===== config.mk =====
export PLATFORM = sky130hd
export DESIGN_NAME = flsc_top
export DESIGN_NICKNAME = d
export VERILOG_FILES = /design/src/verilog/flsc_pkg.sv /design/src/verilog/flsc_top.sv /design/src/verilog/flsc_sync.sv /design/src/verilog/flsc_wtimer.sv
export SDC_FILE = /design/constraint.sdc
export NUM_CORES = 1
export LEC_CHECK = 0
export ABC_CLOCK_PERIOD_IN_PS = 2400
export BUFFER_PORTS_ARGS = -buffer_cell sky130_fd_sc_hd__buf_2
export CAP_MARGIN = 20
export CELL_PAD_IN_SITES_DETAIL_PLACEMENT = 0
export CELL_PAD_IN_SITES_GLOBAL_PLACEMENT = 2
export CORE_ASPECT_RATIO = 0.6
export CORE_MARGIN = 1
export CORE_UTILIZATION = 36
export CTS_BUF_LIST = sky130_fd_sc_hd__clkbuf_4
export DETAILED_ROUTE_END_ITERATION = 16
export PLACE_DENSITY_LB_ADDON = 0.1
export SETUP_SLACK_MARGIN = 0.15
export SLEW_MARGIN = 20
export SYNTH_ARGS = -nofsm -noshare
export SYNTH_HDL_FRONTEND = slang
export SYNTH_HIERARCHICAL = 1
export SYNTH_SLANG_ARGS = --single-unit
export TNS_END_PERCENT = 10

===== constraint.sdc =====
create_clock -name i_mclk -period 2.4 [get_ports i_mclk]
set_input_delay 0.24 -clock i_mclk [delete_from_list [all_inputs] [get_ports i_mclk]]
set_output_delay 0.24 -clock i_mclk [all_outputs]
set_load 0.05 [all_outputs]

===== src/verilog/flsc_pkg.sv =====
package flsc_pkg;

   // Timing
   localparam int MCLK_PERIOD_NS       = 40;
   // Plain default; no figure is fixed for the self-timed status write
   localparam int STATUS_WRITE_TIME_NS = 5000000;
   localparam int STATUS_WRITE_CYCLES  = (STATUS_WRITE_TIME_NS / MCLK_PERIOD_NS < 1) ? 1 :
                                         STATUS_WRITE_TIME_NS / MCLK_PERIOD_NS;

   // Opcodes
   localparam logic [7:0] OP_WRITE_UNLOCK = 8'h06;
   localparam logic [7:0] OP_VOL_UNLOCK   = 8'h50;
   localparam logic [7:0] OP_WRITE_LOCK   = 8'h04;
   localparam logic [7:0] OP_READ_SR1     = 8'h05;
   localparam logic [7:0] OP_READ_SR2     = 8'h35;
   localparam logic [7:0] OP_READ_SR3     = 8'h15;
   localparam logic [7:0] OP_WRITE_SR     = 8'h01;
   localparam logic [7:0] OP_WRITE_SR2    = 8'h31;
   localparam logic [7:0] OP_WRITE_SR3    = 8'h11;
   localparam logic [7:0] OP_READY_WATCH  = 8'h25;

   // Status register one field positions
   localparam int SR1_BUSY_BIT = 0;
   localparam int SR1_WEL_BIT  = 1;
   localparam int SR1_BP_LSB   = 2;
   localparam int SR1_STATUS_LOCK_BIT0_BIT = 7;
   // Status register two field positions
   localparam int SR2_STATUS_LOCK_BIT1_BIT = 0;
   localparam int SR2_QE_BIT   = 1;
   localparam int SR2_LB_LSB   = 3;
   localparam int SR2_CMP_BIT  = 6;
   localparam int SR2_SUS_BIT  = 7;
   // Status register three field position
   localparam int SR3_PRS_BIT  = 7;

   // Reset values
   localparam logic [4:0] RST_BP   = 5'h00;
   localparam logic [2:0] RST_LB   = 3'h0;
   localparam logic       RST_BIT  = 1'b0;
   localparam logic       RST_CS_N = 1'b1;

   typedef enum logic [2:0] {
      ST_IDLE,
      ST_OPC,
      ST_READ,
      ST_WATCH,
      ST_WDATA,
      ST_SIMPLE,
      ST_IGNORE
   } flsc_state_t;

endpackage


===== src/verilog/flsc_top.sv =====
// Summary of operation
// - Write-unlock opcode framed by chip select sets the write latch flag.
// - Input sampled on rising SCK; status shifted out MSB first on falling SCK.
// - Volatile-unlock leaves the latch alone; it only enables a status write sent as the next command.
// - Write-lock opcode framed by chip select clears the write latch flag.
// - Latch clears at reset and when a timed status write or other operation completes.
// - Read-status opcodes return register one, two or three as eight bits.
// - Read-status commands work at any time, even while busy.
// - Selected register repeats on every byte while chip select stays low.
// - Ready-watch drives busy onto serial output continuously, ignoring SCK and input.
// - In ready-watch the output may fall to zero but never rises.
// - Chip select high ends ready-watch and releases the serial output.
// - Combined write: first byte to register one, optional second to register two.
// - Single-register writes take one byte for register two or three; extras ignored.
// - Only the listed protection, lock, quad and pause bits are writable.
// - One-time lock bits stay at one once set.
// - A status write needs a prior write-unlock or volatile-unlock.
// - Suspend, write latch and busy bits are never changed by written data.
// - Chip select must rise at 8 or 16 data bits for the combined write, or at any nonzero whole byte count for the others; otherwise the write is dropped.
// - Rising chip select starts a timed write unless volatile-unlocked; busy meanwhile, latch cleared at end.
// - Protect range field selects the read-only part of the array.
// - Lock bit zero locks status writes only while the write guard pin is low; lock bit one locks them on its own.
// - Hardware-protected mode refuses every status write command.
`timescale 1ns/1ps
module flsc_top
   import flsc_pkg::*;
#(
   parameter int STATUS_WRITE_CYC = STATUS_WRITE_CYCLES
) (
   input  wire logic       i_mclk,
   input  wire logic       i_rst_b,
   input  wire logic       i_cs_n,
   input  wire logic       i_sck,
   input  wire logic       i_si,
   input  wire logic       i_wp_n,
   input  wire logic       i_array_busy,
   input  wire logic       i_op_done,
   input  wire logic       i_suspend,
   output logic            o_so,
   output logic            o_so_oe,
   output logic            o_busy,
   output logic            o_write_latch,
   output logic [4:0]      o_protect_range,
   output logic            o_protect_invert,
   output logic [2:0]      o_otp_lock,
   output logic            o_quad_io_enable,
   output logic            o_pause_reset_sel,
   output logic            o_status_locked
);
   logic        cs_n_s, sck_s, si_s, wp_n_s;
   logic        cs_d_q, sck_d_q;
   flsc_state_t st_q, st_d, op_next;
   logic [2:0]  bitcnt_q;
   logic [7:0]  sh_q, op_q, data0_q, data1_q;
   logic [1:0]  nbyte_q;
   logic        wel_q, vol_q, wr_vol_q, busy_q, lock_q;
   logic        so_q, so_oe_q;
   logic [4:0]  bp_q;
   logic [2:0]  lb_q;
   logic        status_lock_bit0_q, status_lock_bit1_q, qe_q, cmp_q, prs_q;
   logic [7:0]  sr1, sr2, sr3;
   logic        tmr_busy, tmr_done;
   logic        wr_nv_start;

   // Serial pins and the write guard cross into the clock domain before anything looks at them
   flsc_sync #(.RST_VAL(RST_CS_N)) u_sync_cs  (.i_mclk(i_mclk), .i_rst_b(i_rst_b),
                                               .i_d(i_cs_n), .o_q(cs_n_s));
   flsc_sync #(.RST_VAL(1'b0))     u_sync_sck (.i_mclk(i_mclk), .i_rst_b(i_rst_b),
                                               .i_d(i_sck), .o_q(sck_s));
   flsc_sync #(.RST_VAL(1'b0))     u_sync_si  (.i_mclk(i_mclk), .i_rst_b(i_rst_b),
                                               .i_d(i_si), .o_q(si_s));
   flsc_sync #(.RST_VAL(1'b1))     u_sync_wp  (.i_mclk(i_mclk), .i_rst_b(i_rst_b),
                                               .i_d(i_wp_n), .o_q(wp_n_s));

   flsc_wtimer #(.CYCLES(STATUS_WRITE_CYC)) u_wtimer (
      .i_mclk  (i_mclk),
      .i_rst_b (i_rst_b),
      .i_start (wr_nv_start),
      .o_busy  (tmr_busy),
      .o_done  (tmr_done)
   );

   // Link edges; SCK edges count only inside a frame
   wire       cs_fall   = ~cs_n_s & cs_d_q;
   wire       cs_rise   = cs_n_s & ~cs_d_q;
   wire       sck_rise  = sck_s & ~sck_d_q & ~cs_n_s;
   wire       sck_fall  = ~sck_s & sck_d_q & ~cs_n_s;
   wire       byte_done = sck_rise & (bitcnt_q == 3'h7);
   wire [7:0] opc_full  = {sh_q[6:0], si_s};

   // Opcode decode
   wire is_rd     = (opc_full == OP_READ_SR1) | (opc_full == OP_READ_SR2) |
                    (opc_full == OP_READ_SR3);
   wire is_watch  = (opc_full == OP_READY_WATCH);
   wire is_simple = (opc_full == OP_WRITE_UNLOCK) | (opc_full == OP_WRITE_LOCK) |
                    (opc_full == OP_VOL_UNLOCK);
   wire is_wr     = (opc_full == OP_WRITE_SR) | (opc_full == OP_WRITE_SR2) |
                    (opc_full == OP_WRITE_SR3);
   wire wr_permit = (wel_q | vol_q) & ~lock_q & ~busy_q;

   assign op_next = is_rd ? ST_READ :
                    is_watch ? ST_WATCH :
                    (is_simple & ~busy_q) ? ST_SIMPLE :
                    (is_wr & wr_permit) ? ST_WDATA : ST_IGNORE;

   always_comb begin
      st_d = st_q;
      if (cs_n_s) begin
         st_d = ST_IDLE;
      end else if (cs_fall) begin
         st_d = ST_OPC;
      end else begin
         case (st_q)
            ST_OPC:    if (byte_done) st_d = op_next;
            ST_SIMPLE: if (sck_rise) st_d = ST_IGNORE;
            default:   st_d = st_q;
         endcase
      end
   end

   // Chip-select-rise execution; single-byte commands must end on the opcode boundary
   wire simple_ok   = cs_rise & (st_q == ST_SIMPLE) & (bitcnt_q == 3'h0);
   wire exec_write_unlock_cmd   = simple_ok & (op_q == OP_WRITE_UNLOCK);
   wire exec_wrdi   = simple_ok & (op_q == OP_WRITE_LOCK);
   wire exec_vol    = simple_ok & (op_q == OP_VOL_UNLOCK);
   wire wr_boundary = cs_rise & (st_q == ST_WDATA) & (bitcnt_q == 3'h0) &
                      (nbyte_q != 2'h0) &
                      ((op_q != OP_WRITE_SR) | (nbyte_q != 2'h3));
   wire wr_bad      = cs_rise & (st_q == ST_WDATA) & ~wr_boundary;
   assign wr_nv_start = wr_boundary & ~wr_vol_q;
   wire wr_sr1      = wr_boundary & (op_q == OP_WRITE_SR);
   wire wr_sr2      = wr_boundary & (((op_q == OP_WRITE_SR) & (nbyte_q == 2'h2)) |
                                     (op_q == OP_WRITE_SR2));
   wire wr_sr3      = wr_boundary & (op_q == OP_WRITE_SR3);
   wire [7:0] sr2_data = (op_q == OP_WRITE_SR) ? data1_q : data0_q;
   wire wel_clr     = exec_wrdi | tmr_done | i_op_done;

   // Status images; unlisted bits read zero
   always_comb begin
      sr1 = 8'h00;
      sr1[SR1_BUSY_BIT]         = busy_q;
      sr1[SR1_WEL_BIT]          = wel_q;
      sr1[SR1_BP_LSB +: 5]      = bp_q;
      sr1[SR1_STATUS_LOCK_BIT0_BIT]         = status_lock_bit0_q;
      sr2 = 8'h00;
      sr2[SR2_STATUS_LOCK_BIT1_BIT]         = status_lock_bit1_q;
      sr2[SR2_QE_BIT]           = qe_q;
      sr2[SR2_LB_LSB +: 3]      = lb_q;
      sr2[SR2_CMP_BIT]          = cmp_q;
      sr2[SR2_SUS_BIT]          = i_suspend;
      sr3 = 8'h00;
      sr3[SR3_PRS_BIT]          = prs_q;
   end

   wire [7:0] sr_sel = (op_q == OP_READ_SR2) ? sr2 :
                       (op_q == OP_READ_SR3) ? sr3 : sr1;
   // Live bit each falling edge, so a repeated byte tracks a finishing cycle
   wire       rd_bit = sr_sel[~bitcnt_q];
   wire       oe_d   = ~cs_n_s & ((st_d == ST_READ) | (st_d == ST_WATCH));
   wire       watch_entry = (st_q == ST_OPC) & (st_d == ST_WATCH);

   always_ff @(posedge i_mclk) begin
      if (!i_rst_b) begin
         cs_d_q   <= RST_CS_N;
         sck_d_q  <= 1'b0;
         st_q     <= ST_IDLE;
         bitcnt_q <= 3'h0;
         sh_q     <= 8'h00;
         op_q     <= 8'h00;
         nbyte_q  <= 2'h0;
         data0_q  <= 8'h00;
         data1_q  <= 8'h00;
      end else begin
         cs_d_q  <= cs_n_s;
         sck_d_q <= sck_s;
         st_q    <= st_d;
         if (cs_fall) begin
            bitcnt_q <= 3'h0;
            nbyte_q  <= 2'h0;
         end else if (sck_rise) begin
            bitcnt_q <= bitcnt_q + 3'h1;
            sh_q     <= opc_full;
         end
         if (byte_done && st_q == ST_OPC) begin
            op_q <= opc_full;
         end
         if (byte_done && st_q == ST_WDATA) begin
            if (nbyte_q == 2'h0) begin
               data0_q <= opc_full;
            end
            if (nbyte_q == 2'h1) begin
               data1_q <= opc_full;
            end
            if (nbyte_q != 2'h3) begin
               nbyte_q <= nbyte_q + 2'h1;
            end
         end
      end
   end

   // Write latch and volatile-unlock token
   always_ff @(posedge i_mclk) begin
      if (!i_rst_b) begin
         wel_q    <= RST_BIT;
         vol_q    <= RST_BIT;
         wr_vol_q <= RST_BIT;
         busy_q   <= RST_BIT;
         lock_q   <= RST_BIT;
      end else begin
         // Set wins if a completion lands in the same cycle
         if (exec_write_unlock_cmd) begin
            wel_q <= 1'b1;
         end else if (wel_clr) begin
            wel_q <= 1'b0;
         end
         if (byte_done && st_q == ST_OPC) begin
            wr_vol_q <= vol_q;
            vol_q    <= 1'b0;
         end else if (exec_vol) begin
            vol_q <= 1'b1;
         end
         busy_q <= tmr_busy | i_array_busy;
         lock_q <= status_lock_bit1_q | (status_lock_bit0_q & ~wp_n_s);
      end
   end

   // Writable fields; busy, latch and suspend are never taken from data
   always_ff @(posedge i_mclk) begin
      if (!i_rst_b) begin
         bp_q   <= RST_BP;
         status_lock_bit0_q <= RST_BIT;
         status_lock_bit1_q <= RST_BIT;
         qe_q   <= RST_BIT;
         cmp_q  <= RST_BIT;
         lb_q   <= RST_LB;
         prs_q  <= RST_BIT;
      end else begin
         if (wr_sr1) begin
            bp_q   <= data0_q[SR1_BP_LSB +: 5];
            status_lock_bit0_q <= data0_q[SR1_STATUS_LOCK_BIT0_BIT];
         end
         if (wr_sr2) begin
            status_lock_bit1_q <= sr2_data[SR2_STATUS_LOCK_BIT1_BIT];
            qe_q   <= sr2_data[SR2_QE_BIT];
            cmp_q  <= sr2_data[SR2_CMP_BIT];
            lb_q   <= lb_q | sr2_data[SR2_LB_LSB +: 3];
         end
         if (wr_sr3) begin
            prs_q <= data0_q[SR3_PRS_BIT];
         end
      end
   end

   // Serial output
   always_ff @(posedge i_mclk) begin
      if (!i_rst_b) begin
         so_q    <= 1'b0;
         so_oe_q <= 1'b0;
      end else begin
         so_oe_q <= oe_d;
         if (watch_entry) begin
            so_q <= busy_q;
         end else if (st_q == ST_WATCH) begin
            so_q <= so_q & busy_q;
         end else if (st_q == ST_READ && sck_fall) begin
            so_q <= rd_bit;
         end
      end
   end

   assign o_so              = so_q;
   assign o_so_oe           = so_oe_q;
   assign o_busy            = busy_q;
   assign o_write_latch     = wel_q;
   assign o_protect_range   = bp_q;
   assign o_protect_invert  = cmp_q;
   assign o_otp_lock        = lb_q;
   assign o_quad_io_enable  = qe_q;
   assign o_pause_reset_sel = prs_q;
   assign o_status_locked   = lock_q;
endmodule


===== src/verilog/flsc_sync.sv =====
`timescale 1ns/1ps
module flsc_sync
   import flsc_pkg::*;
#(
   parameter logic RST_VAL = 1'b0
) (
   input  wire logic i_mclk,
   input  wire logic i_rst_b,
   input  wire logic i_d,
   output logic      o_q
);
   logic meta_q;

   always_ff @(posedge i_mclk) begin
      if (!i_rst_b) begin
         meta_q <= RST_VAL;
         o_q    <= RST_VAL;
      end else begin
         meta_q <= i_d;
         o_q    <= meta_q;
      end
   end
endmodule


===== src/verilog/flsc_wtimer.sv =====
`timescale 1ns/1ps
module flsc_wtimer
   import flsc_pkg::*;
#(
   parameter int CYCLES = STATUS_WRITE_CYCLES
) (
   input  wire logic i_mclk,
   input  wire logic i_rst_b,
   input  wire logic i_start,
   output logic      o_busy,
   output logic      o_done
);
   logic [31:0] cnt_q;

   always_ff @(posedge i_mclk) begin
      if (!i_rst_b) begin
         cnt_q  <= 32'h0;
         o_busy <= 1'b0;
         o_done <= 1'b0;
      end else begin
         o_done <= 1'b0;
         if (i_start && !o_busy) begin
            o_busy <= 1'b1;
            cnt_q  <= 32'h0;
         end else if (o_busy) begin
            if (cnt_q == 32'(CYCLES - 1)) begin
               o_busy <= 1'b0;
               o_done <= 1'b1;
            end else begin
               cnt_q <= cnt_q + 32'h1;
            end
         end
      end
   end
endmodule


* After elaboration in Yosys (flattened, before gate mapping)
Cells that the tools add are included.
Word-level totals: word-level logic and storage cells 170, output and inout port bits 16, flip-flop bits (word level) 102, input bits 9
Cells by class: magnitude comparators 1, equal/unequal tests 31, reduce and logical (&&, ||, !) cells 18, muxes and demuxes 26, bitwise operators 57, add/subtract/negate cells 3
Operators with widths (number):
- 8-bit by 3-bit == test with 1-bit output, second input constant | 5
- 8-bit by 6-bit == test with 1-bit output, second input constant | 5
- 32-bit by 1-bit adder with 32-bit output, second input constant | 1
- 32-bit by 17-bit == test with 1-bit output, second input constant | 1
- 8-bit by 5-bit == test with 1-bit output, second input constant | 4
- 1-bit bitwise AND | 29
- 3-bit two-way mux | 6
- 8-bit by 1-bit == test with 1-bit output, second input constant | 2
- 8-bit by 7-bit == test with 1-bit output, second input constant | 2
- 8-bit two-way mux | 2
- 1-bit bitwise OR | 14
- 3-bit by 2-bit == test with 1-bit output, second input constant | 4
- 1-bit NOT | 12
- 1-bit two-way mux | 10
- 2-bit two-way mux | 5
- 3-bit == test, second input constant | 3
- 8-bit by 1-bit inequality test with 1-bit output, second input constant | 1
- 2-bit AND reduction | 4
- 7-bit two-way mux | 1
- 3-bit case mux with 2 select lines | 1
- 2-bit OR reduction | 3
- 1-bit logical AND | 4
- 3-bit by 4-bit < comparator with 1-bit output, second input constant | 1
- 2-bit nonzero test | 2
- other kinds (14) | 14

* Longest topological paths before layout
word-level depth 15, gate-level depth with buffers 13

* By module
Netlist, hierarchy kept.
By module, submodules not included:
- flsc_top | area an instance 2900.3 µm², cells an instance 317, instances 1, sequential area each 1181.1 µm²
- flsc_wtimer | area an instance 1659.1 µm², cells an instance 197, instances 1, sequential area each 680.7 µm²
- flsc_sync | area an instance 52.6 µm², cells an instance 4, instances 4, sequential area each 40.0 µm²

* Worst setup path after synthesis
OpenSTA, ideal clock, no wires.
path kind reg-to-reg, from reg bitcnt_q[0], to reg u_wtimer.cnt_q[10], arrival time 2.236 ns, buffers on the path 3, stages on the path, launching flop included 14, clock period less this slack 2.363 ns, setup time 0.126 ns, slack 0.037 ns, data required time 2.274 ns, cell sequence dfxtp_1 > clkbuf_1 > inv_1 > ha_1 > nand4bb_1 > or4_4 > buf_6 > a211oi_1 > nand2b_1 > nand2_1 > clkbuf_1 > nor2_1 > nand2_1 > o21ai_0
On the way: word-level cells in the longest chain between the ends 7
RTL lines:
- start: declaration | RTL line flsc_top.sv:53 | logic [2:0] bitcnt_q;
- start signal: assignment | RTL line flsc_top.sv:181 | bitcnt_q <= bitcnt_q + 3'h1;
- 3-bit zero test | RTL line flsc_top.sv:126 | wire wr_boundary = cs_rise & (st_q == ST_WDATA) & (bitcnt_q == 3'h0) &
- 1-bit bitwise AND (2 in a row) | RTL line flsc_top.sv:126
- 1-bit bitwise AND | RTL line flsc_top.sv:127 | (nbyte_q != 2'h0) &
- 1-bit bitwise AND | RTL line flsc_top.sv:130 | assign wr_nv_start = wr_boundary & ~wr_vol_q;
- net wr_nv_start | RTL line flsc_top.sv:63 | logic wr_nv_start;
- 1-bit logical AND | RTL line flsc_wtimer.sv:22 | if (i_start && !o_busy) begin
- 2-bit OR reduction (no source line)
- end signal: assignment | RTL line flsc_wtimer.sv:30 | cnt_q <= cnt_q + 32'h1;
- end: declaration | RTL line flsc_wtimer.sv:13 | logic [31:0] cnt_q;
The timed path passes the listed nets, and every way through them passes these cells. A chain may end at the register's enable or synchronous reset.

* Worst setup path in the final report
from reg bitcnt_q[1], to reg prs_q (netlist: o_pause_reset_sel)
On the way: word-level cells in the longest chain between the ends 5
RTL lines:
- 3-bit zero test | RTL line flsc_top.sv:126
- 1-bit bitwise AND (2 in a row) | RTL line flsc_top.sv:126
- 1-bit bitwise AND | RTL line flsc_top.sv:127
- 1-bit bitwise AND | RTL line flsc_top.sv:134 | wire wr_sr3 = wr_boundary & (op_q == OP_WRITE_SR3);
- end signal: assignment | RTL line flsc_top.sv:249 | prs_q <= data0_q[SR3_PRS_BIT];
- end: declaration | RTL line flsc_top.sv:60 | logic status_lock_bit0_q, status_lock_bit1_q, qe_q, cmp_q, prs_q;
Every way passes these cells.

==> results.json <==
{
  "status": "completed",
  "clk_latency_ps": 460,
  "min_path_cells": 4,
  "yosys_register_bits": 101,
  "synth_area_um2": 4770,
  "antenna_left": 0,
  "clock_skew_ps": 17.22,
  "grt_pass1_wl_mm": 20.71,
  "drt-initial-drc-count": 245,
  "fp.dieW_um": 150.6,
  "yosysTopAreaCell": "dfxtp_1",
  "yosysMostFrequentCell": "dfxtp_1",
  "globalplace.congestion": 0.7893,
  "io_buffers": 24,
  "place_hpwl_mm": 9.432,
  "core_area_um2": 12890,
  "track_usage": 0.2018,
  "cp.buffers_inverters": 1,
  "synthArstFlopShare": 0,
  "r2r_cells": 7,
  "grt_max_degree": 36,
  "fmax_mhz": 458.0,
  "synth.area.top_cells": "dfxtp_1 42%, nand2_1 6.0%, mux2i_1 4.8%",
  "multi_input_area_um2": 2641,
  "die_area_um2": 13730,
  "synth_commonest_cells": "101 x dfxtp_1, 76 x nand2_1, 34 x nor2_1, 25 x a21boi_0",
  "synth.top_cell.area_share": 0.4239,
  "clock_sinks": 101,
  "rsz0062_at_grt": "yes",
  "worst-slew-pin-transition_ps": 732.6,
  "period_share": 0.9097,
  "dp_slack_ps": 194.9,
  "cts_buffers": 9,
  "p_leak_nw": 2.073,
  "synth_edf_count": 0,
  "cap_violations": 0,
  "dpl_cell_area_um2": 5211,
  "crit_required_ps": 2780,
  "cp.arrival_ps": 2560,
  "syn_area_per_cell_um2": 8.999,
  "cp.depth": 7,
  "wl_per_cell_um": 17.58,
  "report.power.total_mw": 2.905,
  "fin_ws_ps": 216.8,
  "cp_max_fo": 4,
  "rows": 32,
  "hold_class": "in2reg",
  "final-hold-violation-count": 0,
  "powerDensity_nw_per_um2": 517.4,
  "die_h_um": 91.16,
  "cts-root-buf": "clkbuf_4",
  "antenna_cells": 0,
  "cpPeakStageDelay_ps": 600,
  "critPathKind": "reg2reg",
  "syn2layout_area_growth_pct": 17.71,
  "syn-num-nets": 547,
  "wl_mm": 13.29,
  "cp-start-kind": "flop",
  "yosysSeqAreaShare": 0.4239,
  "yosys_warnings": 6,
  "cts_tree": "done",
  "routed-via-count": 3994,
  "ys_types": 63,
  "antenna_found_initial": 0,
  "path_cells": "inv_4 -> ha_4 -> nand4bb_1 -> or4_4 -> nor4b_2 -> mux2i_1 -> nor2b_1",
  "cts.path.max_buffers": 2,
  "cp_top_family": "simple AND/OR/NAND/NOR gates",
  "slew_viol_final": 0,
  "yosys_most_used_dff": "dfxtp_1",
  "start_util": 0.3700,
  "seq_area_um2": 2027,
  "end_kind": "flop",
  "fin_nets": 599,
  "drt_pre_antenna_iters": 5,
  "viasPerCell": 5.283,
  "io_pins": 25,
  "drc": 0,
  "fin_setup_tns_ps": 0,
  "fin_crit_ps": 2183,
  "clkTransAtPathRegs_ps": 160,
  "postLayoutCellArea_um2": 5614,
  "grt_pass1_vias": 3595,
  "grt-ovfl-total": 0,
  "final.fill_count": 1318,
  "syn_inst": 530,
  "reg2reg_slack_ps": 220,
  "setup_viol": 0,
  "max_slew_margin": 0.5116,
  "final_layout_size_suffix_gt1_frac": 0.1775,
  "ir_worst_vdd_v": 0.0002614,
  "critPathSlowestCell": "or4_4",
  "htreeDepth": 3
}
-- cell type report --
cell class	instances	share of cell area
Clock buffer	9	0.01203
Clock inverter	6	0.01984
Inverter	12	0.008469
Multi-Input combinational cell	396	0.4705
Sequential cell	101	0.3610
Tap cell	170	0.03789
Timing Repair Buffer	62	0.09026
-- flip-flops by register name (all words and copies together) (netlist names), 2 cells and up --
name and count:
nbyte_q 2, op_q 8, sh_q 7, o_protect_range 5, o_otp_lock 3, st_q 3, data0_q 8, u_wtimer/cnt_q 32
bitcnt_q 3, data1_q 6
-- per-layer routing --
metal | vias up | GRT usage | share of wire
met4 | 0 | 0.03750 | 0.0062
met2 | 89 | 0.2396 | 0.35
met1 | 1916 | 0.3440 | 0.59
met5 | - | 0 | 0
met3 | 9 | 0.04673 | 0.050
li1 | 1980 | - | -
-- worst min-delay path, cell delays in order --
cell and delay [ps]:
buf_2 90, nor2_1 60, nand3_1 70, a21boi_0 70
-- timing repair --
item                                    CTS  global route
hold buffers                              5             0
endpoints found under the hold margin     5             0
resized for setup                         0            13
setup buffers                             0             7
endpoints found under the setup margin    0            40
-- stage by stage --
stage,std cells,utilization,hold WS (ps)
2_1_floorplan,530,-,313.0
3_3_place_gp,726,0.4042,401.6
3_5_place_dp,726,0.4042,401.7
4_1_cts,746,0.4220,86.68
5_1_grt,756,0.4355,76.34
6_report,756,0.4355,101.7
-- cells by family after synthesis --
family | count (synthesis) | synth area share
AND/OR/NAND/NOR | 257 | 0.3056
flip-flops | 101 | 0.4239
AO/OA/AOI/OAI | 79 | 0.1144
buffers and inverters | 33 | 0.02807
multiplexers | 29 | 0.06479
XOR/XNOR | 23 | 0.04224
adder cells (fa/ha/maj) | 8 | 0.02099
-- power breakdown --
part	switching, mW	internal [mW]	total, mW
Clock	0.587	0.524	1.11
Sequential	0.00922	1.69	1.69
Combinational	0.0507	0.0492	0.0999
Total	0.646	2.26	2.90
-- cells in the final DEF, fill, tap and decap left out, drive strengths merged, types with 3 or more instances in the layout --
| cell type | netlist | final |
|---|---|---|
| a21boi | 25 | 25 |
| a21oi | 15 | 15 |
| a22oi | 3 | 3 |
| and2 | 9 | 9 |
| and3 | 6 | 6 |
| and4 | 6 | 6 |
| buf | 3 | 55 |
| bufinv | 0 | 3 |
| clkbuf | 18 | 11 |
| dfxtp | 101 | 101 |
| dlygate4sd3 | 0 | 5 |
| ha | 8 | 8 |
| inv | 12 | 13 |
| mux2 | 5 | 5 |
| mux2i | 23 | 23 |
| nand2 | 76 | 76 |
| nand2b | 13 | 13 |
| nand3 | 25 | 25 |
| nand4 | 14 | 14 |
| nand4bb | 3 | 3 |
| nor2 | 35 | 35 |
| nor2b | 21 | 21 |
| nor3 | 14 | 14 |
| nor3b | 5 | 5 |
| nor4 | 9 | 9 |
| nor4b | 6 | 6 |
| o211a | 3 | 3 |
| o211ai | 5 | 5 |
| o21ai | 13 | 13 |
| or3 | 6 | 6 |
| xnor2 | 8 | 8 |
| xor2 | 15 | 15 |
-- path summary, 6_finish.rpt --
check              startpoint                 to
min                 i_op_done      o_write_latch
max reg2reg       bitcnt_q[1]  o_pause_reset_sel
max               bitcnt_q[1]  o_pause_reset_sel
min reg2reg  u_sync_cs/meta_q      u_sync_cs/o_q
Power figures use the tool's default switching activity.
